===== config.mk =====
export PLATFORM = sky130hd
export DESIGN_NAME = sensorless_six_step_commutator
export DESIGN_NICKNAME = d
export VERILOG_FILES = /design/src/core/commutator_pkg.sv /design/src/core/comparator_sync.sv /design/src/core/deadband_pair.sv /design/src/core/sensorless_six_step_commutator.sv
export SDC_FILE = /design/constraint.sdc
export NUM_CORES = 1
export LEC_CHECK = 0
export BUFFER_PORTS_ARGS = -buffer_cell sky130_fd_sc_hd__buf_2
export CAP_MARGIN = 5
export CORE_ASPECT_RATIO = 1.25
export CORE_MARGIN = 2
export CORE_UTILIZATION = 25
export CTS_BUF_LIST = sky130_fd_sc_hd__clkbuf_8
export DETAILED_ROUTE_END_ITERATION = 6
export PLACE_DENSITY_LB_ADDON = 0.1
export SLEW_MARGIN = 15
export SYNTH_ARGS = -nofsm -noshare
export SYNTH_HDL_FRONTEND = slang
export SYNTH_HIERARCHICAL = 1
export SYNTH_SLANG_ARGS = --single-unit

===== constraint.sdc =====
create_clock -name clock -period 4.19 [get_ports clock]
set_clock_uncertainty 0.1 [all_clocks]
set_input_delay 0.2095 -clock clock [delete_from_list [all_inputs] [get_ports clock]]
set_output_delay 0.2095 -clock clock [all_outputs]
set_load 0.01 [all_outputs]

===== src/core/commutator_pkg.sv =====
// shared types and constants for the six-step commutator
package commutator_pkg;

  // ----------------------------------------------------------------------
  // clock and timing
  // ----------------------------------------------------------------------
  localparam int unsigned CLOCK_HZ        = 50_000_000;
  localparam int unsigned TIMER_W         = 24;
  localparam int unsigned DEAD_NS         = 500;
  localparam int unsigned DEAD_CYCLES     =
    (DEAD_NS * (CLOCK_HZ / 1_000_000) + 999) / 1000;
  localparam int unsigned PWM_W           = 10;
  localparam logic [PWM_W-1:0] PWM_PERIOD = 10'h3E7;

  // ----------------------------------------------------------------------
  // forced ramp defaults
  // ----------------------------------------------------------------------
  localparam int unsigned RAMP_START_US   = 20_000;
  localparam int unsigned RAMP_START_CYC  = RAMP_START_US * (CLOCK_HZ / 1_000_000);
  localparam int unsigned RAMP_END_US     = 2_000;
  localparam int unsigned RAMP_END_CYC    = RAMP_END_US * (CLOCK_HZ / 1_000_000);
  localparam int unsigned RAMP_SHIFT      = 5;
  localparam int unsigned BLANK_US        = 100;
  localparam int unsigned BLANK_CYC       = BLANK_US * (CLOCK_HZ / 1_000_000);
  localparam int unsigned LOCK_CROSSINGS  = 6;
  localparam int unsigned LOCK_W          = 3;

  // ----------------------------------------------------------------------
  // step encoding and phase drive
  // ----------------------------------------------------------------------
  localparam int unsigned NSTEPS          = 6;
  localparam logic [2:0]  STEP_AB         = 3'h0;
  localparam logic [2:0]  STEP_LAST       = 3'h5;

  typedef enum logic [1:0] {
    PH_FLOAT,
    PH_HIGH,
    PH_LOW
  } phase_drive_t;

  typedef struct packed {
    phase_drive_t a;
    phase_drive_t b;
    phase_drive_t c;
  } bridge_pattern_t;

  typedef struct packed {
    logic a_hi;
    logic a_lo;
    logic b_hi;
    logic b_lo;
    logic c_hi;
    logic c_lo;
  } gate_drive_t;

  localparam gate_drive_t GATES_OFF = 6'h00;

endpackage


===== src/core/comparator_sync.sv =====
// two-stage synchroniser and edge detect for the three comparators
`timescale 1ns/1ps
`default_nettype none
module comparator_sync (
  // clock and reset
  input  wire logic       clock,
  input  wire logic       nrst,
  // comparator pins
  input  wire logic [2:0] comp_in,
  // synchronised levels and edges
  output logic      [2:0] comp_level,
  output logic      [2:0] comp_rise,
  output logic      [2:0] comp_fall
);

  logic [2:0] meta_reg;
  logic [2:0] sync_reg;
  logic [2:0] last_reg;

  always_ff @(posedge clock or negedge nrst) begin
    if (!nrst) begin
      meta_reg <= 3'h0;
      sync_reg <= 3'h0;
      last_reg <= 3'h0;
    end else begin
      meta_reg <= comp_in;
      sync_reg <= meta_reg;
      last_reg <= sync_reg;
    end
  end

  assign comp_level = sync_reg;
  assign comp_rise  = sync_reg & ~last_reg;
  assign comp_fall  = ~sync_reg & last_reg;

endmodule
`default_nettype wire


===== src/core/deadband_pair.sv =====
// one complementary high/low gate pair with deadband and trip
`timescale 1ns/1ps
`default_nettype none
module deadband_pair
  import commutator_pkg::*;
(
  // clock and reset
  input  wire logic clock,
  input  wire logic nrst,
  // control
  input  wire logic enable,
  input  wire logic want_high,
  input  wire logic trip,
  // gates
  output logic      gate_hi,
  output logic      gate_lo
);

  // ----------------------------------------------------------------------
  // deadband counter
  // ----------------------------------------------------------------------
  logic       state_reg;
  logic       state_next;
  logic [7:0] dead_reg;
  logic [7:0] dead_next;
  logic       hi_reg;
  logic       hi_next;
  logic       lo_reg;
  logic       lo_next;

  always_comb begin
    state_next = state_reg;
    dead_next  = dead_reg;
    hi_next    = 1'b0;
    lo_next    = 1'b0;
    if (!enable) begin
      dead_next = 8'(DEAD_CYCLES);
    end else if (want_high != state_reg) begin
      // both off while the other switch turns off
      state_next = want_high;
      dead_next  = 8'(DEAD_CYCLES);
    end else if (dead_reg != 8'h00) begin
      dead_next = dead_reg - 8'h01;
    end else begin
      hi_next = state_reg;
      lo_next = !state_reg;
    end
  end

  always_ff @(posedge clock or negedge nrst) begin
    if (!nrst) begin
      state_reg <= 1'b0;
      dead_reg  <= 8'h00;
      hi_reg    <= 1'b0;
      lo_reg    <= 1'b0;
    end else begin
      state_reg <= state_next;
      dead_reg  <= dead_next;
      hi_reg    <= hi_next;
      lo_reg    <= lo_next;
    end
  end

  // trip gates the registered outputs combinationally so it acts at once
  assign gate_hi = hi_reg & !trip; // [RL14]
  assign gate_lo = lo_reg & !trip; // [RL14]

endmodule
`default_nettype wire


===== src/core/sensorless_six_step_commutator.sv =====
// six-step sensorless commutation sequencer with forced start-up ramp
//
// Notes on behaviour
// [RL1] advance energization every sixty electrical degrees
// [RL2] two phases driven, third left floating
// [RL3] order AB AC BC BA CA CB, wrap
// [RL4] watch only floating phase for crossing
// [RL5] ramp timer steps open-loop until crossings
// [RL6] ramp period shortens non-linearly
// [RL7] switch half a step after crossing
// [RL8] comparator outputs index the commutation table; code indexes it by step_reg and checks the floating comparator
// [RL9] outside network compares phases to shared reference
// [RL10] reference sits at half bus voltage
// [RL11] expected crossing polarity depends on step, direction
// [RL12] direction reverses sequence and comparator table
// [RL13] three complementary pairs with deadband
// [RL14] fault trip forces PWM inactive at once
// [RL15] interval timer halves last commutation period
// [RL16] crossing loads delay timer, rollover commutates
// [RL17] reset: outputs inactive, step at AB
// [RL18] blank comparator edges just after commutation
`timescale 1ns/1ps
`default_nettype none
module sensorless_six_step_commutator
  import commutator_pkg::*;
#(
  parameter logic [TIMER_W-1:0] RAMP_START = TIMER_W'(RAMP_START_CYC),
  parameter logic [TIMER_W-1:0] RAMP_END   = TIMER_W'(RAMP_END_CYC)
) (
  // clock and reset
  input  wire logic                         clock,
  input  wire logic                         nrst,
  // control
  input  wire logic                         start,
  input  wire logic                         stop,
  input  wire logic                         reverse,
  input  wire logic [PWM_W-1:0]             duty,
  input  wire logic [TIMER_W-1:0]           blank_cycles,
  // fault trip pin
  input  wire logic                         fault_trip,
  // comparator pins, bit 0 phase a
  input  wire logic [2:0]                   comp_in,
  // bridge gates
  output commutator_pkg::gate_drive_t       gates,
  // status
  output logic                              running,
  output logic                              locked,
  output logic [2:0]                        step,
  output logic                              commutate
);

  // ----------------------------------------------------------------------
  // input synchronisers
  // ----------------------------------------------------------------------
  logic [2:0] comp_level;
  logic [2:0] comp_rise;
  logic [2:0] comp_fall;
  logic       trip_meta_reg;
  logic       trip_sync_reg;
  logic       trip;

  comparator_sync u_sync (
    .clock      (clock),
    .nrst       (nrst),
    .comp_in    (comp_in),
    .comp_level (comp_level),
    .comp_rise  (comp_rise),
    .comp_fall  (comp_fall)
  );

  always_ff @(posedge clock or negedge nrst) begin
    if (!nrst) begin
      trip_meta_reg <= 1'b0;
      trip_sync_reg <= 1'b0;
    end else begin
      trip_meta_reg <= fault_trip;
      trip_sync_reg <= trip_meta_reg;
    end
  end

  // raw pin only gates the outputs; state logic reads the synced copy
  assign trip = fault_trip | trip_sync_reg; // [RL14]

  // ----------------------------------------------------------------------
  // commutation tables
  // ----------------------------------------------------------------------
  function automatic bridge_pattern_t pattern_of(input logic [2:0] s);
    bridge_pattern_t p;
    p = '{PH_FLOAT, PH_FLOAT, PH_FLOAT};
    unique case (s) // [RL2] [RL3]
      3'h0:    p = '{PH_HIGH,  PH_LOW,   PH_FLOAT};
      3'h1:    p = '{PH_HIGH,  PH_FLOAT, PH_LOW};
      3'h2:    p = '{PH_FLOAT, PH_HIGH,  PH_LOW};
      3'h3:    p = '{PH_LOW,   PH_HIGH,  PH_FLOAT};
      3'h4:    p = '{PH_LOW,   PH_FLOAT, PH_HIGH};
      3'h5:    p = '{PH_FLOAT, PH_LOW,   PH_HIGH};
      default: p = '{PH_FLOAT, PH_FLOAT, PH_FLOAT};
    endcase
    return p;
  endfunction

  // floating phase index per step
  function automatic logic [1:0] float_of(input logic [2:0] s);
    logic [1:0] f;
    f = 2'h0;
    unique case (s) // [RL4]
      3'h0, 3'h3: f = 2'h2;
      3'h1, 3'h4: f = 2'h1;
      default:    f = 2'h0;
    endcase
    return f;
  endfunction

  // forward: floating phase rises on odd-numbered pattern positions
  // [RL11] [RL12] reverse runs the table backwards, so polarity flips
  function automatic logic rising_of(input logic [2:0] s,
                                     input logic       rev);
    return s[0] ^ rev;
  endfunction

  // next step from the current step and direction alone, wrapping between STEP_LAST and STEP_AB
  function automatic logic [2:0] next_of(input logic [2:0] s,
                                         input logic       rev);
    logic [2:0] n;
    n = 3'h0;
    if (rev) begin
      n = (s == STEP_AB) ? STEP_LAST : s - 3'h1;
    end else begin
      n = (s == STEP_LAST) ? STEP_AB : s + 3'h1;
    end
    return n;
  endfunction

  // ----------------------------------------------------------------------
  // sequencer state
  // ----------------------------------------------------------------------
  typedef enum logic [1:0] {
    ST_IDLE,
    ST_RAMP,
    ST_BEMF
  } run_state_t;

  run_state_t         state_reg,     state_next;
  logic [2:0]         step_reg,      step_next;
  logic [TIMER_W-1:0] ramp_per_reg,  ramp_per_next;
  logic [TIMER_W-1:0] ramp_cnt_reg,  ramp_cnt_next;
  logic [TIMER_W-1:0] ival_reg,      ival_next;
  logic [TIMER_W-1:0] half_reg,      half_next;
  logic [TIMER_W-1:0] delay_reg,     delay_next;
  logic               delay_on_reg,  delay_on_next;
  logic [TIMER_W-1:0] blank_reg,     blank_next;
  logic [LOCK_W-1:0]  lock_reg,      lock_next;
  logic               comm_reg,      comm_next;

  logic [1:0]         fl;
  logic               want_rise;
  logic               edge_seen;
  logic               crossing;
  logic               comm_now;

  always_comb begin
    fl        = float_of(step_reg);
    want_rise = rising_of(step_reg, reverse);
    edge_seen = want_rise ? comp_rise[fl] : comp_fall[fl]; // [RL4] [RL11]
    // confirm against the table level so a noisy wrong edge is dropped
    crossing  = edge_seen && (comp_level[fl] == want_rise) // [RL8]
                && (blank_reg == '0) && !delay_on_reg;     // [RL18]
  end

  always_comb begin
    state_next    = state_reg;
    step_next     = step_reg;
    ramp_per_next = ramp_per_reg;
    ramp_cnt_next = ramp_cnt_reg;
    ival_next     = ival_reg + TIMER_W'(1);
    half_next     = half_reg;
    delay_next    = delay_reg;
    delay_on_next = delay_on_reg;
    blank_next    = (blank_reg != '0) ? blank_reg - TIMER_W'(1) : blank_reg;
    lock_next     = lock_reg;
    comm_now      = 1'b0;

    unique case (state_reg)
      ST_IDLE: begin
        step_next = STEP_AB; // [RL17]
        ival_next = '0;
        if (start && !stop && !trip_sync_reg) begin
          state_next    = ST_RAMP;
          ramp_per_next = RAMP_START;
          ramp_cnt_next = RAMP_START;
          blank_next    = blank_cycles;
        end
      end
      ST_RAMP: begin
        // forced ramp timer counts down one step period
        if (ramp_cnt_reg <= TIMER_W'(1)) begin // [RL5]
          comm_now = 1'b1;
          // period shrinks by a fraction of itself: geometric, so
          // the period falls near linearly in time down to RAMP_END
          if (ramp_per_reg > RAMP_END) begin // [RL6]
            ramp_per_next = ramp_per_reg - (ramp_per_reg >> RAMP_SHIFT);
          end
          ramp_cnt_next = ramp_per_next;
        end else begin
          ramp_cnt_next = ramp_cnt_reg - TIMER_W'(1);
        end
        if (crossing) begin
          lock_next = (lock_reg == LOCK_W'(LOCK_CROSSINGS - 1)) ?
                      lock_reg : lock_reg + LOCK_W'(1);
          if (lock_reg == LOCK_W'(LOCK_CROSSINGS - 1)) begin
            // hand over: arm the delay from the ramp's own timing
            state_next    = ST_BEMF;
            delay_next    = half_reg; // [RL16]
            delay_on_next = 1'b1;
          end
        end
      end
      ST_BEMF: begin
        if (crossing) begin
          delay_next    = half_reg; // [RL16] [RL7]
          delay_on_next = 1'b1;
        end else if (delay_on_reg) begin
          if (delay_reg <= TIMER_W'(1)) begin
            delay_on_next = 1'b0;
            comm_now      = 1'b1; // [RL16]
          end else begin
            delay_next = delay_reg - TIMER_W'(1);
          end
        end
        // a lost rotor shows as no crossing for two ramp-end periods
        if (ival_reg > (RAMP_END << 1)) begin
          state_next = ST_IDLE;
        end
      end
      default: state_next = ST_IDLE;
    endcase

    if (comm_now) begin
      step_next  = next_of(step_reg, reverse); // [RL1] [RL3] [RL12]
      ival_next  = '0; // [RL15]
      half_next  = ival_reg >> 1; // [RL15] [RL7]
      blank_next = blank_cycles; // [RL18]
    end

    if (stop || trip_sync_reg) begin
      state_next    = ST_IDLE;
      delay_on_next = 1'b0;
      lock_next     = '0;
    end
    comm_next = comm_now;
  end

  always_ff @(posedge clock or negedge nrst) begin
    if (!nrst) begin
      state_reg    <= ST_IDLE;
      step_reg     <= STEP_AB; // [RL17]
      ramp_per_reg <= '0;
      ramp_cnt_reg <= '0;
      ival_reg     <= '0;
      half_reg     <= '0;
      delay_reg    <= '0;
      delay_on_reg <= 1'b0;
      blank_reg    <= '0;
      lock_reg     <= '0;
      comm_reg     <= 1'b0;
    end else begin
      state_reg    <= state_next;
      step_reg     <= step_next;
      ramp_per_reg <= ramp_per_next;
      ramp_cnt_reg <= ramp_cnt_next;
      ival_reg     <= ival_next;
      half_reg     <= half_next;
      delay_reg    <= delay_next;
      delay_on_reg <= delay_on_next;
      blank_reg    <= blank_next;
      lock_reg     <= lock_next;
      comm_reg     <= comm_next;
    end
  end

  // ----------------------------------------------------------------------
  // pwm carrier
  // ----------------------------------------------------------------------
  logic [PWM_W-1:0] pwm_cnt_reg;
  logic [PWM_W-1:0] pwm_cnt_next;
  logic             pwm_on;

  always_comb begin
    pwm_cnt_next = (pwm_cnt_reg >= PWM_PERIOD) ? '0 :
                   pwm_cnt_reg + PWM_W'(1);
  end

  always_ff @(posedge clock or negedge nrst) begin
    if (!nrst) begin
      pwm_cnt_reg <= '0;
    end else begin
      pwm_cnt_reg <= pwm_cnt_next;
    end
  end

  assign pwm_on = (pwm_cnt_reg < duty);

  // ----------------------------------------------------------------------
  // gate drive: complementary pairs with deadband
  // ----------------------------------------------------------------------
  bridge_pattern_t pat;
  phase_drive_t    ph   [3];
  logic      [2:0] g_hi;
  logic      [2:0] g_lo;
  logic            drive_on;

  assign pat      = pattern_of(step_reg);
  assign ph[0]    = pat.a;
  assign ph[1]    = pat.b;
  assign ph[2]    = pat.c;
  assign drive_on = (state_reg != ST_IDLE); // [RL17]

  for (genvar i = 0; i < 3; i++) begin : g_pair
    // high phase chops complementary; low phase holds its low switch on
    deadband_pair u_pair ( // [RL13]
      .clock     (clock),
      .nrst      (nrst),
      .enable    (drive_on && (ph[i] != PH_FLOAT)), // [RL2]
      .want_high ((ph[i] == PH_HIGH) && pwm_on),
      .trip      (trip), // [RL14]
      .gate_hi   (g_hi[i]),
      .gate_lo   (g_lo[i])
    );
  end

  assign gates     = '{g_hi[0], g_lo[0], g_hi[1], g_lo[1], g_hi[2], g_lo[2]};
  assign running   = drive_on;
  assign locked    = (state_reg == ST_BEMF);
  assign step      = step_reg;
  assign commutate = comm_reg;

endmodule
`default_nettype wire


==> impl_metrics.toml, run 1 <==
[routing]
ant_nets = 0
drt_iter0_drc = 492
first_pass_iters = 4
via_per_inst = 4.81
avgRoutedWirePerCell_um = 16.2
drt-total-wl_um = 35500
vias = 10508
drc = 0

[clock_tree]
clk_pin_slew_worst_paths_ps = 60
clk-insertion-delay-late_ps = 590
numCtsBuffers = 41
max-clock-path-buffers = 3
cts_tree = "built"
cts-root-buf = "clkbuf_8"
clkSinkCount = 207
htreeDepth = 2
postCtsSetupRepairBufs = 0

[logic_synthesis]
synthAdderAreaFrac_pct = 5.30
synth_top_area_share_pct = 42.6
yosysTopAreaCell = "dfrtp_1"
synthXorXnorAreaFrac_pct = 5.40
synth-simple-area-share_pct = 24.4
synth_top_family_by_area = "simple AND/OR/NAND/NOR gates"
ys_dominant_reg_cell = "dfrtp_1"
yosys-top-cells-area = "dfrtp_1 43%, ha_1 5.1%, nand2_1 4.7%"
netlist_area_um2 = 12200
avgSynthCellArea_um2 = 8.63
async_flop_share_pct = 100
synthMuxAreaShare_pct = 1.71
netlist_instances = 1410
seq_area_frac_synth_pct = 42.6
yosys_warnings = 6
synth-edff-count = 0
ys_seq_elements = 207
synth-compound-area-share_pct = 17.0
syn_nets = 1504
ys_types = 74

[worst_setup_path]
cp-start-kind = "flop"
crit_fanout = 12
arrival_ps = 3930
cp.required_ps = 4520
critPathKind = "reg2reg"
endpoint_kind = "flop"

[layout]
layout-area-overhead-vs-synth_pct = 18.4
drive_gt1_share_pct = 11.5
utilization_pct = 29.9
fill_cells = 5260
nNetsFinal = 1609
seq_area_um2 = 5180
multiInputGateArea_um2 = 6560

[hold_path]
hold_path.class = "in2async"

[timing]
hold_ws_ps = 122
min_period_ps = 3610
fmax_mhz = 277
fin_crit_sh_pct = 86.1
tightest_slew_ps = 1060
setup_tns_ps = 0
hold_viol = 0
slew_headroom_pct = 28.9
rsz0062_at_grt = "false"
setup_viol = 0
slew_viol_final = 0

[global_route]
antenna_found_initial = 1
grt_overflow = 0
grt_first_pass_wirelength_um = 58300
grt_use_total_pct = 14.2
grt_max_degree = 88
grt_pass1_vias = 10698

[power]
peakVddDrop_mv = 0.164
power_density_nw_per_um2 = 354
p_total_uw = 5100
p_leak_uw = 0.00599

[outcome]
status = "complete, no violations"

[floorplanning]
core_um2 = 48200
pin_count = 55
die-area_um2 = 50500
die_h_um = 251
die_x_um = 201
rows = 90
start_util_pct = 25.3

[placed_design]
port_buffers = 54
globalplace.congestion = 0.795
hpwlAfterDp_um = 25100

[flow_run]
drv_cap = 0
-- worst paths after layout --
| check | from | endpoint | slack, ps | cells after the start |
|---|---|---|---|---|
| max reg2reg | blank_reg[7] | delay_reg[19] | 580 | 8 |
| min in group clock | start | state_reg[0] | 160 | 4 |
| min | nrst | ramp_per_reg[3] | 120 | 2 |
| min reg2reg | u_sync/meta_reg[2] | u_sync/comp_level[2] | 250 | 0 |
| max | blank_reg[7] | delay_reg[19] | 580 | 8 |
| max in group asynchronous | nrst | blank_reg[18] | 2800 | 3 |
-- layer usage --
layer	vias up	routed length (um)	global-route usage, %	part of all wire, %
met3	56	1120	2.45	3.2
met2	150	18000	25.2	51
met1	5050	15400	17.2	43
met5	-	0	0	0
li1	5252	-	-	-
met4	0	964	5.13	2.7
-- power breakdown --
group	switching (uW)	leakage (uW)	internal, uW
Clock	954	0.000458	1170
Sequential	141	0.00264	2130
Combinational	416	0.00289	293
-- cell type report --
type / count / share of cell area [%]
flip-flops and latches: 207 / 35.9
inverters: 67 / 1.74
clock inverters: 14 / 0.469
well taps: 644 / 5.59
diodes: 1 / 0.0174
clock buffers: 55 / 5.25
multi-input cells: 1088 / 45.5
repair buffers: 110 / 5.49
-- cell usage in the layout (no fill, tap or decap), types with 8 or more instances in the layout --
cell type,instances
a21o_1,12
clkbuf_8,55
or4_1,26
clkinv_2,8
or3_1,15
xor2_1,21
o22ai_1,16
and2_1,8
mux2i_1,14
nor2b_1,14
and3_1,13
a21oi_1,113
buf_2,53
nor4_1,25
nand4_1,15
dfrtp_1,207
nor3_1,53
dlygate4sd3_1,31
o211ai_1,9
o21ai_1,24
nand3_1,48
o21ai_0,99
a21boi_0,8
xnor2_1,54
nand2_1,154
inv_1,71
ha_1,50
nand2b_1,15
buf_4,24
or2_2,8
a31oi_1,10
nor2_1,151
-- timing repair --
item / in CTS / in global routing
hold buffers: 31 / 0
gates resized for setup: 0 / 0
endpoints found under the hold margin: 116 / 0
-- through the flow --
stage / cells / worst slack, ps / area (um^2)
after floorplan: 1410 / 801 / 12200
after global placement: 2085 / 591 / 13300
after detailed placement: 2085 / 560 / 13300
after CTS: 2185 / 544 / 14400
after global routing: 2186 / 376 / 14400
final: 2186 / 583 / 14400
-- Yosys cell counts, types with 8 or more instances --
cell      instances
mux2i_1          14
clkbuf_1         44
o211ai_1          9
o21ai_0          99
xor2_1           21
dfrtp_1         207
and3_1           13
o21ai_1          25
a21oi_1         114
nor2_1          151
or4_1            26
ha_1             50
nand2_1         154
nand3_1          48
xnor2_1          54
nand4_1          15
inv_1            66
nor3_1           53
or3_1            15
and2_1            8
a21o_1           12
or2_2             8
nor4_1           25
nor2b_1          14
o22ai_1          16
a21boi_0          8
a31oi_1          10
nand2b_1         15
-- cell families (layout without fill, tap and decap cells) --
group,after synthesis,count (layout)
AND/OR/NAND/NOR,590,590
multiplexers,20,20
XOR/XNOR,75,75
buffers and inverters,115,246
flip-flops,207,207
adder cells (fa/ha/maj),51,51
AO/OA/AOI/OAI,352,352
other,0,1
-- worst max-delay path, stage by stage, from the launching register on --
cell and delay, ps:
dfrtp_1 410, or4_4 580, or4_1 520, or3_4 450
or3_1 400, o32ai_2 230, o21ai_1 410, o21ai_1 270
o21ai_1 80
Note: power is estimated with default switching activity, not from simulation.
==> inputs of run 2 (changes only) <==
Settings changed: CORE_MARGIN 2 to default, SYNTH_HIERARCHICAL 1 to default.
Clock period 4.19 ns to 3.2 ns, I/O delays scaled along.
==> run 2 against run 1 <==
  * Critical path depth shrank 1
  * Sequential share of layout area shrank 1.7 points
  * Routed wire length grew 3.4%
  * First-iteration DRC count shrank 0.61%
  * Synthesized area grew 1.3%
  * Critical path type unchanged
  * Critical endpoint is now ramp_per_reg[15]
  * Largest power group unchanged
==> impl_metrics.toml, run 2 <==
[outcome]
status = "complete, no violations"

[flow_run]
drv_cap = 0

[worst_setup_path]
reg2reg_slack_ps = 120
arrival_ps = 3400
r2r_cells = 7
r2r-end = "ramp_per_reg[15]"
endpoint_kind = "flop"
cp.required_ps = 3510
critPathKind = "reg2reg"
crit_fanout = 10
timing.rr.start = "ramp_cnt_reg[5]"
cp-start-kind = "flop"

[layout]
fill_cells = 5130
nNetsFinal = 1656
utilization_pct = 31.1
drive_gt1_share_pct = 15.3
layout_commonest_cell = "dfrtp_1"
layout-area-overhead-vs-synth_pct = 22.5
final_cell_mix = "206 x dfrtp_1, 167 x nand2_1, 149 x nor2_1, 80 x buf_4, 77 x a21oi_1"

[timing]
slew_headroom_pct = 38.0
min_period_ps = 3080
hold_viol = 0
fin_crit_sh_pct = 96.4
setup_viol = 0
slew_viol_final = 0
fmax_mhz = 324
rsz0062_at_grt = "true"
tightest_slew_ps = 922

[logic_synthesis]
synth_top_area_share_pct = 42.0
synthXorXnorAreaFrac_pct = 4.97
synth-edff-count = 0
yosys-top-cells-area = "dfrtp_1 42%, nand2_1 5.1%, ha_1 5.0%"
synth_top_family_by_area = "simple AND/OR/NAND/NOR gates"
seq_area_frac_synth_pct = 42.0
yosysTopAreaCell = "dfrtp_1"
netlist_area_um2 = 12300
ys_seq_elements = 207
ys_types = 86
ys_dominant_reg_cell = "dfrtp_1"
synthAdderAreaFrac_pct = 5.13
synth.top_cells.by_count = "207 x dfrtp_1, 167 x nand2_1, 149 x nor2_1"
synth-compound-area-share_pct = 17.5
netlist_instances = 1407
yosys_warnings = 0
synthMuxAreaShare_pct = 1.78
yosysMostFrequentCell = "dfrtp_1"
syn_nets = 1500
avgSynthCellArea_um2 = 8.77
async_flop_share_pct = 100
synth-simple-area-share_pct = 24.4

[floorplanning]
die_x_um = 201
pin_count = 55
start_util_pct = 25.4
rows = 90
die_h_um = 250
core_um2 = 48500
die-area_um2 = 50200

[clock_tree]
clkSinkCount = 207
htreeDepth = 2
clk_pin_slew_worst_paths_ps = 60
clk-insertion-delay-late_ps = 550
numCtsBuffers = 39
postCtsSetupRepairBufs = 0
cts_tree = "built"
cts-root-buf = "clkbuf_8"
max-clock-path-buffers = 3

[placed_design]
hpwlAfterDp_um = 26600
port_buffers = 54
globalplace.congestion = 0.816

[global_route]
grt_pass1_vias = 11090
grt_use_total_pct = 14.8
antenna_found_initial = 2
grt_first_pass_wirelength_um = 60300
grt_overflow = 0
grt_max_degree = 90

[power]
power_density_nw_per_um2 = 449
p_total_uw = 6790
p_leak_uw = 0.00651
peakVddDrop_mv = 0.155

[hold_path]
hold_path.class = "in2async"

[routing]
first_pass_iters = 5
via_per_inst = 4.80
ant_nets = 0
avgRoutedWirePerCell_um = 16.4
drt_iter0_drc = 489
drc = 0
drt-total-wl_um = 36700
vias = 10724
-- run 2: cell count changes in the layout (fill, tap and decap cells not counted), sizes merged, moves of 7 or more --
cell / change
xor2: +8
xnor2: -13
a211oi: +11
o22a: +12
a21oi: -33
buf: +63
o21ai: -17
and4b: +12
nand2: +13
nor2b: -7
or4: -13
-- run 2: cell type report --
type / count / area, um^2 / share of cell area, %
Clock buffer: 54 / 743 / 4.92
Clock inverter: 15 / 61.3 / 0.406
Inverter: 65 / 244 / 1.61
Tap cell: 644 / 806 / 5.33
Timing Repair Buffer: 173 / 1350 / 8.94
Multi-Input combinational cell: 1077 / 6730 / 44.5
Antenna cell: 1 / 2.50 / 0.0166
Sequential cell: 207 / 5180 / 34.3
-- run 2: cells by family (layout without fill, tap and decap cells) --
family	count (synthesis)	count (layout)
compound gates	340	340
xor+xnor	70	70
fa+ha+maj	50	50
buf+inv	123	307
flops	207	207
mux	20	20
other cells	0	1
simple gates	597	597
-- run 2: report_power, final --
| group | internal, uW | switching, uW | total [uW] |
|---|---|---|---|
| clock | 1490 | 1190 | 2680 |
| combinational | 475 | 577 | 1050 |
| sequential | 2820 | 235 | 3060 |
-- run 2: per-layer routing --
layer / routed length [um] / GRT usage [%]
met1: 16600 / 18.5
met2: 18100 / 25.8
met3: 1000 / 2.15
met4: 984 / 5.28
met5: 13 / 0
-- run 2: repair_timing --
item                                   in CTS  in global routing
endpoints found under the hold margin     121                  0
setup endpoints to repair                  38                 55
gates resized for setup                     3                 16
hold buffers                               31                  0
pin swaps                                   0                  2
-- run 2: worst max-delay path: stages, from the launching register on --
cell     delay (ps)
dfrtp_1         400
or4_1           580
or3_1           430
o31ai_1         470
buf_4           280
nand2_1         280
nor2_1          300
o22ai_1         110
-- run 2: worst max path at each step --
stage	from	endpoint	slack [ps]	cells after the start
finish	ramp_cnt_reg[5]	ramp_per_reg[15]	120	7
CTS	ramp_per_reg[5]	ramp_cnt_reg[23]	50	8
global placement	ramp_per_reg[0]	ramp_cnt_reg[16]	-80	12
floorplan	step[2]	delay_reg[1]	120	12
global route	ramp_per_reg[9]	ramp_cnt_reg[23]	-40	10
detailed placement	ramp_per_reg[0]	ramp_cnt_reg[16]	-70	12
-- run 2: metrics by stage --
stage	setup slack (ps)	TNS [ps]	std cells	hold WS, ps	instance area, um^2
after floorplan	115	0	1407	-236	12300
after global routing	-39.8	-58.5	2236	128	15100
final	115	0	2236	113	15100
after detailed placement	-69.2	-93.8	2135	147	13900
after CTS	50.8	0	2235	76.7	15100
after global placement	-80.9	-141	2135	170	13900
==> inputs of run 3 (changes only) <==
Settings changed: CELL_PAD_IN_SITES_DETAIL_PLACEMENT from default to 1, CELL_PAD_IN_SITES_GLOBAL_PLACEMENT from default to 2, GPL_TIMING_DRIVEN from default to 0.
==> run 3 against run 2 <==
  * Non-clock buffer count is 3 lower
  * Register-to-register slack worse by 50 ps
  * First-iteration DRC count is 26% lower
  * Clock-buffer cell count is 1 higher
  * Largest power group unchanged
==> impl_metrics.toml, run 3 (synthesis gave the netlist of run 2 again) <==
[worst_setup_path]
r2r_cells = 12
critPathKind = "reg2reg"
r2r-end = "delay_reg[4]"
path_buf_inv = 3
cp.required_ps = 3600
crit_family = "simple AND/OR/NAND/NOR gates"
path_cells = "buf_8 -> and2_4 -> ha_4 -> nor2_2 -> mux4_2 -> a2bb2oi_4 -> o32a_1 -> or3b_4 -> buf_12 -> buf_8 -> nor2_1 -> o22a_1"
arrival_ps = 3540
cpPeakStageDelay_ps = 450
endpoint_kind = "flop"
cpMostUsedCell = "buf_8"
reg2reg_slack_ps = 60
slowest_stage = "dfrtp_2"
crit_fanout = 10
timing.rr.start = "step[0]"
cp-start-kind = "flop"

[global_route]
grt_overflow = 0
grt_max_degree = 84
grt_use_total_pct = 16.6
grt_pass1_vias = 11766
grt_first_pass_wirelength_um = 66700
antenna_found_initial = 1

[hold_path]
hold_path.class = "in2reg"
hold_path_end = "ramp_cnt_reg[17]"
hold_path.startpoint = "start"
hold_path_depth = 4

[routing]
via_per_inst = 4.89
first_pass_iters = 5
avgRoutedWirePerCell_um = 18.4
drt_iter0_drc = 364
drc = 0
vias = 10923
drt-total-wl_um = 41100
ant_nets = 0

[clock_tree]
cts-root-buf = "clkbuf_8"
clk-insertion-delay-late_ps = 580
clk_pin_slew_worst_paths_ps = 60
clkSinkCount = 207
htreeDepth = 2
numCtsBuffers = 41
max-clock-path-buffers = 3
cts_tree = "built"

[layout]
drive_gt1_share_pct = 17.1
layout-area-overhead-vs-synth_pct = 24.6
fin_area_um2 = 15400
utilization_pct = 31.7
nNetsFinal = 1655
final_cell_mix = "204 x dfrtp_1, 164 x nand2_1, 140 x nor2_1, 76 x inv_1, 74 x a21oi_1"
layout_commonest_cell = "dfrtp_1"

[floorplanning]
die_h_um = 250
die-area_um2 = 50200
die_x_um = 201
rows = 90
pin_count = 55
start_util_pct = 25.4
core_um2 = 48500

[timing]
slew_viol_final = 0
fin_crit_sh_pct = 98.1
setup_tns_ps = 0
tightest_slew_ps = 901
setup_viol = 0
fmax_mhz = 319
hold_ws_ps = 153
min_period_ps = 3140
hold_viol = 0
rsz0062_at_grt = "true"
slew_headroom_pct = 39.5

[placed_design]
placed_area_um2 = 13500
hpwlAfterDp_um = 30000
port_buffers = 54
globalplace.congestion = 0.772

[flow_run]
drv_cap = 0

[power]
p_leak_uw = 0.00653
peakVddDrop_mv = 0.206
power_density_nw_per_um2 = 455

[outcome]
status = "complete, no violations"
-- run 3: tightest hold or removal path: cells and delay by family --
kind,cells,cell delay [ps]
simple gates,3,460
buf+inv,1,140
-- run 3: final cells by class --
cell class                      count  area [um^2]
Clock inverter                     15         88.8
Antenna cell                        1         2.50
Multi-Input combinational cell   1077         7050
Sequential cell                   207         5180
Tap cell                          644          806
Fill cell                        5637        33200
Buffer                             51          317
Timing Repair Buffer              119          930
Inverter                           65          244
Clock buffer                       55          757
-- run 3: how the worst max path moves through the flow --
| stage | from | end | slack [ps] | cells past startpoint |
|---|---|---|---|---|
| after global placement | nrst | delay_reg[18] | -2360 | 1 |
| after CTS | ramp_cnt_reg[17] | ramp_cnt_reg[16] | -40 | 8 |
| final | step[0] | delay_reg[4] | 60 | 12 |
| after floorplan | step[2] | delay_reg[1] | 120 | 12 |
| after global routing | ramp_per_reg[12] | ramp_per_reg[22] | -20 | 10 |
| after detailed placement | ramp_cnt_reg[5] | ramp_per_reg[3] | -1120 | 7 |
-- run 3: routing by layer --
metal  wire length (um)  up-vias  GRT usage, %
met5                  0        -             0
met4                766        0          4.82
met3               1010       55          2.06
met2              20800      102          29.5
met1              18500     5407          20.9
li1                   -     5359             -
-- run 3: stage by stage --
step           std cells  power [uW]  worst slack (ps)
6_report            2234        6990              60.8
5_1_grt             2234        7410             -16.3
4_1_cts             2213        7110             -37.2
3_5_place_dp        2107        4090             -1120
3_3_place_gp        2105        4060             -2360
2_1_floorplan       1407        3710               115
-- run 3: report_power, final --
group	switching (uW)	internal [uW]	leakage (uW)
sequential	247	2820	0.00265
clock	1240	1600	0.000482
combinational	615	464	0.00340
total	2110	4890	0.00653
-- run 3: timing repair --
action                                 CTS  global route
setup endpoints to repair              156            86
endpoints found under the hold margin  238             0
pin swaps                                6            11
buffers inserted                         9            21
resized for setup                       65            58
hold buffers                            32             0
gates cloned                             0             1
